## src/isf_pkg.sv

```systemverilog
// shared constants of the i2c status flag block
// assumes a 32-bit apb bus and byte addresses of aligned words
package isf_pkg;

  // ----------------------------------------------------------------
  // register byte offsets
  // ----------------------------------------------------------------
  localparam logic [7:0] OFS_CTRL = 8'h00;
  localparam logic [7:0] OFS_STAT = 8'h04;
  localparam logic [7:0] OFS_IRQ_STAT = 8'h08;
  localparam logic [7:0] OFS_IRQ_MASK = 8'h0C;

  // ----------------------------------------------------------------
  // serial_bus_control fields
  // ----------------------------------------------------------------
  localparam int CTRL_WAIT_REL = 5;
  localparam int CTRL_EXIT_COMM = 6;
  localparam int CTRL_IF_ENABLE = 7;

  // ----------------------------------------------------------------
  // serial_bus_status fields
  // ----------------------------------------------------------------
  localparam int STAT_STOP = 0;
  localparam int STAT_START = 1;
  localparam int STAT_ACK = 2;
  localparam int STAT_DIR = 3;

  // ----------------------------------------------------------------
  // interrupt status fields
  // ----------------------------------------------------------------
  localparam int IRQ_STOP = 0;
  localparam int IRQ_START = 1;
  localparam int IRQ_ACK = 2;

  // ----------------------------------------------------------------
  // values after reset and clock counts
  // ----------------------------------------------------------------
  localparam logic [7:0] CTRL_RESET = 8'h00;
  localparam logic [2:0] IRQ_RESET = 3'h0;
  localparam logic [3:0] CNT_IDLE = 4'h0;
  localparam logic [3:0] CNT_DIR_BIT = 4'h7;
  localparam logic [3:0] CNT_ACK_BIT = 4'h8;
  localparam logic [3:0] CNT_NINTH = 4'h9;
  localparam logic [3:0] CNT_FIRST = 4'h1;

endpackage : isf_pkg

```

## src/isf_status_top.sv

```systemverilog
// status flag logic of the i2c interface with its apb register file
// assumes master-role hooks come from logic on core_clk, lines from pins
//
// Operation
// - direction zero keeps data line released
// - direction one drives latch after ninth fall
// - set direction on generated start or rx one
// - clear direction on stop, controls, loss, reset
// - clear direction on master zero, slave start/zero
// - wait release in ninth clock frees line
// - ack flag set on low ninth rising
// - ack flag cleared by stop, next byte, controls
// - start flag set on start condition
// - start flag cleared when the byte after the address starts
// - stop flag set on stop condition
// - stop flag held until next address byte
// - exit bit six, enable bit seven of control
// - direction status bit three, wait bit five
//
// The implementer's own choices: the APB register port and the placing of the registers.
`timescale 1ns/1ns
`default_nettype none
module isf_status_top (
  // clock, reset, enable
  input wire logic core_clk,
  input wire logic sys_rst,
  input wire logic clkEn,
  // apb slave
  input wire logic psel,
  input wire logic penable,
  input wire logic pwrite,
  input wire logic [7:0] paddr,
  input wire logic [31:0] pwdata,
  output logic [31:0] prdata,
  output logic pready,
  output logic pslverr,
  // serial lines, open drain, enable low while driving
  input wire logic sclIn,
  input wire logic sdaIn,
  output logic sdaOut,
  output logic sdaOutEn_n,
  // hooks from the transfer engine
  input wire logic masterRole,
  input wire logic startGen,
  input wire logic arbLossFlag,
  input wire logic shiftOutLatch,
  // results
  output logic waitCancel,
  output logic irq
);
  import isf_pkg::*;

  // -------------------------------------------------------------
  // declarations
  // -------------------------------------------------------------
  logic sclLvl;
  logic sdaLvl;
  logic sclRise;
  logic sclFall;
  logic startDet;
  logic stopDet;
  logic [7:0] ctrl_reg;
  logic exitPulse_reg;
  logic waitPulse_reg;
  logic enPrev_reg;
  logic arbPrev_reg;
  logic [3:0] bitCnt_reg;
  logic [3:0] bitCnt_next;
  logic firstByte_reg;
  logic firstByte_next;
  logic dir_reg;
  logic dir_next;
  logic drvOk_reg;
  logic drvOk_next;
  logic ack_reg;
  logic ack_next;
  logic std_reg;
  logic std_next;
  logic spd_reg;
  logic spd_next;
  logic [2:0] irqStat_reg;
  logic [2:0] irqStat_next;
  logic [2:0] irqMask_reg;
  logic [2:0] irqEvt;
  logic [31:0] rdMux;
  logic rdHit;

  // -------------------------------------------------------------
  // line watcher
  // -------------------------------------------------------------
  isf_line_watch uWatch (
    .core_clk(core_clk),
    .sys_rst(sys_rst),
    .clkEn(clkEn),
    .sclIn(sclIn),
    .sdaIn(sdaIn),
    .sclLvl(sclLvl),
    .sdaLvl(sdaLvl),
    .sclRise(sclRise),
    .sclFall(sclFall),
    .startDet(startDet),
    .stopDet(stopDet)
  );

  // -------------------------------------------------------------
  // apb decode
  // -------------------------------------------------------------
  // zero wait state: pready rises in the access cycle after setup
  wire apbSetup = psel & ~penable;
  wire apbDone = psel & penable & pready;
  wire wrEn = apbDone & pwrite;
  wire selCtrl = (paddr == OFS_CTRL);
  wire selStat = (paddr == OFS_STAT);
  wire selIrqStat = (paddr == OFS_IRQ_STAT);
  wire selIrqMask = (paddr == OFS_IRQ_MASK);
  wire wrCtrl = wrEn & selCtrl;
  wire wrIrqStat = wrEn & selIrqStat;
  wire wrIrqMask = wrEn & selIrqMask;
  assign rdHit = selCtrl | selStat | selIrqStat | selIrqMask;

  // -------------------------------------------------------------
  // control events
  // -------------------------------------------------------------
  wire ifEnable = ctrl_reg[CTRL_IF_ENABLE];
  wire enFall = enPrev_reg & ~ifEnable;
  wire arbRise = arbLossFlag & ~arbPrev_reg;
  // wait release counts only inside the ninth clock with direction set
  wire ninthWin = (bitCnt_reg == CNT_NINTH);
  wire waitCancelEvt = waitPulse_reg & dir_reg & ninthWin;
  // bus events are ignored while the interface is off
  wire busStart = ifEnable & startDet;
  wire busStop = ifEnable & stopDet;
  wire rise = ifEnable & sclRise;
  wire fall = ifEnable & sclFall;
  wire riseFirst = rise & ((bitCnt_reg == CNT_NINTH) | (bitCnt_reg == CNT_IDLE));
  wire riseDir = rise & (bitCnt_reg == CNT_DIR_BIT) & firstByte_reg;
  wire riseAck = rise & (bitCnt_reg == CNT_ACK_BIT);
  wire fallNinth = fall & ninthWin;

  // -------------------------------------------------------------
  // bit counter and address byte tracking
  // -------------------------------------------------------------
  // counter holds rising edges seen in the current byte, 9 means ack done
  assign bitCnt_next = (busStart | busStop | ~ifEnable) ? CNT_IDLE :
                       riseFirst ? CNT_FIRST :
                       rise ? 4'(bitCnt_reg + 4'h1) : bitCnt_reg;
  assign firstByte_next = busStart ? 1'b1 :
                          (fallNinth | busStop | ~ifEnable) ? 1'b0 : firstByte_reg;

  // -------------------------------------------------------------
  // direction flag
  // -------------------------------------------------------------
  // sets win over same-cycle clears so no event is lost
  wire dirSet = (masterRole & startGen & ifEnable) |
                (~masterRole & riseDir & sdaLvl);
  wire dirClrCommon = busStop | exitPulse_reg | waitCancelEvt | enFall |
                      arbRise;
  wire dirClrRole = masterRole ? (riseDir & ~shiftOutLatch) :
                    (busStart | (riseDir & ~sdaLvl));
  assign dir_next = dirSet | (dir_reg & ~(dirClrCommon | dirClrRole));
  // output goes live from the falling edge of the first byte's ninth clock
  assign drvOk_next = ~dir_next ? 1'b0 :
                      (fallNinth & firstByte_reg) ? 1'b1 : drvOk_reg;

  // -------------------------------------------------------------
  // ack, start and stop flags
  // -------------------------------------------------------------
  wire ackSet = riseAck & ~sdaLvl;
  wire ackClr = busStop | riseFirst | exitPulse_reg | enFall;
  assign ack_next = ackSet | (ack_reg & ~ackClr);
  wire stdClr = busStop | (riseFirst & ~firstByte_reg) | exitPulse_reg |
                enFall;
  assign std_next = busStart | (std_reg & ~stdClr);
  // stop flag survives a new start until the address byte clocks in
  wire spdClr = (riseFirst & firstByte_reg) | enFall;
  assign spd_next = busStop | (spd_reg & ~spdClr);

  // -------------------------------------------------------------
  // interrupt status, write one to clear, event wins
  // -------------------------------------------------------------
  assign irqEvt = {ackSet, busStart, busStop};
  assign irqStat_next = irqEvt |
                        (irqStat_reg & ~(wrIrqStat ? pwdata[2:0] : IRQ_RESET));

  // -------------------------------------------------------------
  // read mux, status reads have no side effects
  // -------------------------------------------------------------
  assign rdMux = selCtrl ? {24'h000000, ctrl_reg} :
                 selStat ? {28'h0000000, dir_reg, ack_reg, std_reg, spd_reg} :
                 selIrqStat ? {29'h00000000, irqStat_reg} :
                 selIrqMask ? {29'h00000000, irqMask_reg} : 32'h00000000;

  // -------------------------------------------------------------
  // apb response registers
  // -------------------------------------------------------------
  always_ff @(posedge core_clk) begin
    if (sys_rst) begin
      pready <= 1'b0;
      pslverr <= 1'b0;
      prdata <= 32'h00000000;
    end else if (clkEn) begin
      pready <= apbSetup;
      pslverr <= apbSetup & ~rdHit;
      prdata <= apbSetup ? rdMux : prdata;
    end
  end

  // -------------------------------------------------------------
  // control register, exit and wait bits act as one-cycle strobes
  // -------------------------------------------------------------
  always_ff @(posedge core_clk) begin
    if (sys_rst) begin
      ctrl_reg <= CTRL_RESET;
      exitPulse_reg <= 1'b0;
      waitPulse_reg <= 1'b0;
      irqMask_reg <= IRQ_RESET;
    end else if (clkEn) begin
      // strobe bits never stick, so a later write can retrigger them
      ctrl_reg[CTRL_IF_ENABLE] <= wrCtrl ? pwdata[CTRL_IF_ENABLE] :
                                  ctrl_reg[CTRL_IF_ENABLE];
      exitPulse_reg <= wrCtrl & pwdata[CTRL_EXIT_COMM];
      waitPulse_reg <= wrCtrl & pwdata[CTRL_WAIT_REL];
      irqMask_reg <= wrIrqMask ? pwdata[2:0] : irqMask_reg;
    end
  end

  // -------------------------------------------------------------
  // flag and sequence state
  // -------------------------------------------------------------
  always_ff @(posedge core_clk) begin
    if (sys_rst) begin
      enPrev_reg <= 1'b0;
      arbPrev_reg <= 1'b0;
      bitCnt_reg <= CNT_IDLE;
      firstByte_reg <= 1'b0;
      dir_reg <= 1'b0;
      drvOk_reg <= 1'b0;
      ack_reg <= 1'b0;
      std_reg <= 1'b0;
      spd_reg <= 1'b0;
      irqStat_reg <= IRQ_RESET;
    end else if (clkEn) begin
      enPrev_reg <= ifEnable;
      arbPrev_reg <= arbLossFlag;
      bitCnt_reg <= bitCnt_next;
      firstByte_reg <= firstByte_next;
      dir_reg <= dir_next;
      drvOk_reg <= drvOk_next;
      ack_reg <= ack_next;
      std_reg <= std_next;
      spd_reg <= spd_next;
      irqStat_reg <= irqStat_next;
    end
  end

  // -------------------------------------------------------------
  // pin and interrupt outputs
  // -------------------------------------------------------------
  // open drain: only a zero is ever driven, a one is a release
  always_ff @(posedge core_clk) begin
    if (sys_rst) begin
      sdaOut <= 1'b0;
      sdaOutEn_n <= 1'b1;
      waitCancel <= 1'b0;
      irq <= 1'b0;
    end else if (clkEn) begin
      sdaOut <= 1'b0;
      sdaOutEn_n <= ~(dir_next & drvOk_next & ~shiftOutLatch);
      waitCancel <= waitCancelEvt;
      irq <= |(irqStat_next & irqMask_reg);
    end
  end

endmodule // isf_status_top
`default_nettype wire

```

## src/isf_line_watch.sv

```systemverilog
// two-stage synchronisers for the bus lines plus edge and condition finder
// assumes lines come from pins, asynchronous to core_clk
`timescale 1ns/1ns
`default_nettype none
module isf_line_watch (
  // clock and reset
  input wire logic core_clk,
  input wire logic sys_rst,
  input wire logic clkEn,
  // raw lines
  input wire logic sclIn,
  input wire logic sdaIn,
  // filtered results
  output logic sclLvl,
  output logic sdaLvl,
  output logic sclRise,
  output logic sclFall,
  output logic startDet,
  output logic stopDet
);
  import isf_pkg::*;

  logic sclMeta_reg;
  logic sdaMeta_reg;
  logic sclSync_reg;
  logic sdaSync_reg;

  // -------------------------------------------------------------
  // synchronisers, idle high like the pulled-up bus
  // -------------------------------------------------------------
  always_ff @(posedge core_clk) begin
    if (sys_rst) begin
      sclMeta_reg <= 1'b1;
      sdaMeta_reg <= 1'b1;
      sclSync_reg <= 1'b1;
      sdaSync_reg <= 1'b1;
      sclLvl <= 1'b1;
      sdaLvl <= 1'b1;
    end else if (clkEn) begin
      sclMeta_reg <= sclIn;
      sdaMeta_reg <= sdaIn;
      sclSync_reg <= sclMeta_reg;
      sdaSync_reg <= sdaMeta_reg;
      sclLvl <= sclSync_reg;
      sdaLvl <= sdaSync_reg;
    end
  end

  // edges compare the second stage against the held level
  assign sclRise = sclSync_reg & ~sclLvl;
  assign sclFall = ~sclSync_reg & sclLvl;
  // start: data falls while clock stays high; stop: data rises
  assign startDet = sclSync_reg & sclLvl & sdaLvl & ~sdaSync_reg;
  assign stopDet = sclSync_reg & sclLvl & ~sdaLvl & sdaSync_reg;

endmodule // isf_line_watch
`default_nettype wire

```

## config.mk

```make
export PLATFORM = sky130hd
export DESIGN_NAME = isf_status_top
export DESIGN_NICKNAME = d
export VERILOG_FILES = /design/src/isf_pkg.sv /design/src/isf_status_top.sv /design/src/isf_line_watch.sv
export SDC_FILE = /design/constraint.sdc
export NUM_CORES = 1
export LEC_CHECK = 0
export BUFFER_PORTS_ARGS = -buffer_cell sky130_fd_sc_hd__buf_2
export CAP_MARGIN = 40
export CORE_AREA = 3 3 79 81
export DETAILED_ROUTE_END_ITERATION = 7
export DIE_AREA = 0 0 82 84
export GPL_ROUTABILITY_DRIVEN = 0
export PLACE_DENSITY = 0.72
export SYNTH_ARGS = -nofsm -noshare
export SYNTH_HDL_FRONTEND = slang
export SYNTH_HIERARCHICAL = 1
export SYNTH_SLANG_ARGS = --single-unit
```

## constraint.sdc

```tcl
create_clock -name core_clk -period 3.8 [get_ports core_clk]
set_clock_uncertainty 0.05 [all_clocks]
set_input_delay 0.76 -clock core_clk [delete_from_list [all_inputs] [get_ports core_clk]]
set_output_delay 0.76 -clock core_clk [all_outputs]
set_load 0.005 [all_outputs]
```

Word level (Yosys, flattened, before mapping)
Index checks and enable logic that the tools add are counted.
W data, S select, Z words.
Storage, ports and cells
  register bits after elaboration: 64
  logic and storage cells: 148
  output and inout port bits: 38
  input port bits: 52
Cells by class
  add/subtract/negate cells: 1
  reduce and logical (&&, ||, !) cells: 10
  muxes and demuxes: 13
  bitwise gates (word level): 92
  equality and inequality tests: 6
Operators by type and width (count)
  $and A1 B1 Y1: 46
  $or A1 B1 Y1: 26
  $eq A8 B4 Y1 const B: 2
  $mux W4: 4
  $not A1 Y1: 16
  $reduce_and A2 Y1: 5
  $mux W3: 3
  $eq A4 B4 Y1 const B: 2
  $eq A8 B3 Y1 const B: 1
  $logic_not A8 Y1: 1
  $mux W8: 1
  $and A3 B3 Y3: 2
  $mux W1: 5
  $add A4 B1 Y4 const B: 1
  $eq A4 B3 Y1 const B: 1
  $logic_not A4 Y1: 1
  $not A3 Y3: 1
  $or A3 B3 Y3: 1
  $reduce_bool A3 Y1: 1
  $reduce_or A3 Y1: 1
  $reduce_bool A2 Y1: 1

Depth between registers and ports, before layout
  depth in word-level cells: 16
  mapped depth: 6

Hierarchy
The synthesis kept the hierarchy.
By module, submodules not included
  isf_status_top: instances 1, cells an instance 248, area an instance 1969.4 µm²
  isf_line_watch: instances 1, cells an instance 24, area an instance 264.0 µm²

Least setup slack after synthesis
No wires, ideal clock.
  path type: input to register
  from: in paddr[5]
  to: reg irqStat_reg[1]
  path buffers: 1
  setup slack: 1.398 ns
  data arrival time: 2.220 ns
  data required time: 3.618 ns
  stages on the path: 5
  path through: or4_4 buf_6 or4_4 o31ai_1 a21oi_1
On the way
  word-level cells in the longest chain between the ends: 6
RTL lines
  start: declaration: line isf_status_top.sv:32  | input wire logic [7:0] paddr,
  $eq A8 B4 Y1: line isf_status_top.sv:114  | wire selIrqStat = (paddr == OFS_IRQ_STAT);
  $and A1 B1 Y1: line isf_status_top.sv:117  | wire wrIrqStat = wrEn & selIrqStat;
  $mux W3: line isf_status_top.sv:183  | (irqStat_reg & ~(wrIrqStat ? pwdata[2:0] : IRQ_RESET));
  $not A3 Y3: line isf_status_top.sv:183
  $and A3 B3 Y3: line isf_status_top.sv:183
  $or A3 B3 Y3: line isf_status_top.sv:182  | assign irqStat_next = irqEvt |
  end signal: assignment: line isf_status_top.sv:252  | irqStat_reg <= irqStat_next;
  end: declaration: line isf_status_top.sv:81  | logic [2:0] irqStat_reg;
Every way passes these cells.
A chain may end at the register's enable or synchronous reset.

==> out/metrics.cfg <==
[power_and_ir_drop]
ir_drop_mv=0.150
power.leakage_nw=0.963
p_per_area_nw_per_um2=312
power_uw=751

[worst_setup_path]
cp.required_ps=3900
cpPeakStageDelay_ps=610
crit_fanout=31
startpoint_type=input pin
worst-path-buf-inv=1
ff2ff_setup_slack_ps=1590
cp_top_family=simple AND/OR/NAND/NOR gates
crit_type=in -> reg
critPathArrivalTime_ps=2430
slowest_stage=or4_4
path_cells=buf_2 > nand2_1 > or4_4 > o31ai_1 > a21oi_1
cp-end-kind=register

[timing]
relSlewSlack_pct=50.9
max_freq_mhz=430
hold_viol_final=0
max_slew.worst_pin.slew_ps=735
final.min_clock_period_ps=2330
maxSlewViolCount=0
final.setup.tns_ps=0
final.setup.worst_slack_ps=1470
period_share_pct=61.2
setup_viol=0
rsz0062_at_grt=false

[cts]
numCtsBuffers=5
insertion_delay_ps=300
ctsResizeCount=0
clk_pin_slew_ps=80
cts_buffer_depth=2
cts.hold.buffers_added=0
post-cts-setup-buffers=0
cts.sinks=37
cts_root_buf=clkbuf_8
htreeDepth=2
cts_tree=built

[routing]
route.detailed.drc=0
vias_per_cell=5.34
vias=1985
wl_per_cell_um=13.6
drt-initial-drc-count=140
first_pass_iters=4
antenna_left=0
wl_um=5060

[final_layout]
areaGrowthSynthToFinish_pct=7.84
largest_register_ffs=5
n_fill_cell=581
final_common_cell=dfxtp_1
antenna-diode-count=0
mostFrequentLayoutCells=dfxtp_1, buf_2, conb_1
drive_gt1_share_pct=20.7
finalNetCount=354

[floorplanning]
start_util_pct=40.3
io_pins=90
die_h_um=84
coreArea_um2=5540
die_x_um=82
die_area_um2=6890
rows=27

[synthesis]
ys.flop_type=dfxtp_1
netlist_area_um2=2230
yosys_warnings=6
synth.yosys.seq_area_share_pct=33.2
syn_inst=272
synthArstFlopShare_pct=0
syn_area_per_cell_um2=8.21
synth_cell_types=56
synth_edf_count=0
ys_ff_latch=37

[hold_path]
min_path_type=reg -> reg

[global_route]
grt_pass1_vias=1782
grt_usage_pct=15.0
grt_first_pass_wirelength_um=8280
grt_remaining_overflow=0
grt_max_degree=39
antenna_found_initial=0

[run_status]
status=finished, final reports clean

[placed_design]
place_ws_ps=1190
dp_hpwl_um=3720
placement.io_buffers=35

[run]
drv_cap=0

per-stage QoR:
stage	hold slack, ps	cells	utilization, %	area [um2]
after floorplan	377	299	-	2330
after global placement	383	364	41.9	2320
after detailed placement	394	364	41.9	2320
after CTS	407	372	43.5	2410
after global routing	426	372	43.5	2410
final	406	372	43.5	2410
report_power, final:
part	switching, mW	internal [mW]	total [mW]
sequential	0.00563	0.394	0.399
combinational	0.0489	0.0265	0.0754
clock	0.149	0.127	0.276
total	0.204	0.547	0.751
synthesized netlist by cell type, types with 4 or more instances:
cell type,n,area (um2)
dfxtp_1,37,741
buf_4,28,210
a21oi_1,24,120
nand2_1,20,75.1
inv_1,14,52.6
clkbuf_1,12,45.0
nor2_1,12,45.0
o21ai_0,10,50.1
nand3_1,9,45.0
nand4_1,9,56.3
nor3_1,8,40.0
nor2b_1,6,37.5
a211o_1,5,43.8
mux2_2,5,56.3
mux2i_1,4,40.0
nand2b_1,4,25.0
nor2b_2,4,35.0
o31ai_1,4,30.0
cells by family after synthesis:
family	count (synthesis)	synth area share (%)
multiplexers	9	4.31
AO/OA/AOI/OAI	71	21.2
adder cells (fa/ha/maj)	3	1.68
AND/OR/NAND/NOR	95	24.7
other	1	0.168
flip-flops	37	33.2
buffers and inverters	56	14.8
cell type report:
cell class / instances / area, um2 / area share (%)
clock buffer: 5 / 68.8 / 2.86
inverter: 14 / 52.6 / 2.18
tap: 72 / 90.1 / 3.74
timing repair buffer: 35 / 175 / 7.27
sequential: 37 / 741 / 30.8
clock inverter: 3 / 17.5 / 0.727
multi-input combinational: 206 / 1260 / 52.5
metal layers:
| layer | share of wire (%) | track usage, % | up-vias |
|---|---|---|---|
| met5 | 0 | 0 | - |
| met4 | 1.4 | 5.29 | 0 |
| met3 | 6.7 | 3.24 | 6 |
| met2 | 47 | 24.0 | 80 |
| met1 | 45 | 19.5 | 920 |
| li1 | - | - | 979 |
worst register-to-register path, stage by stage, from the launching register on:
cell and delay [ps]:
dfxtp_1 380, nand2_1 90, nor3b_1 610, or3b_2 270, o21ai_0 180, or3_1 430, a21oi_1 130
final timing paths:
path	start	to	depth (start not counted)
setup / recovery	clkEn	irqStat_reg[0]	5
hold / removal	prdata[7]	prdata[7]	2
setup reg to reg	uWatch/sclSync_reg	bitCnt_reg[0]	6
hold reg to reg	prdata[7]	prdata[7]	2
(Power assumes the default switching activity.)
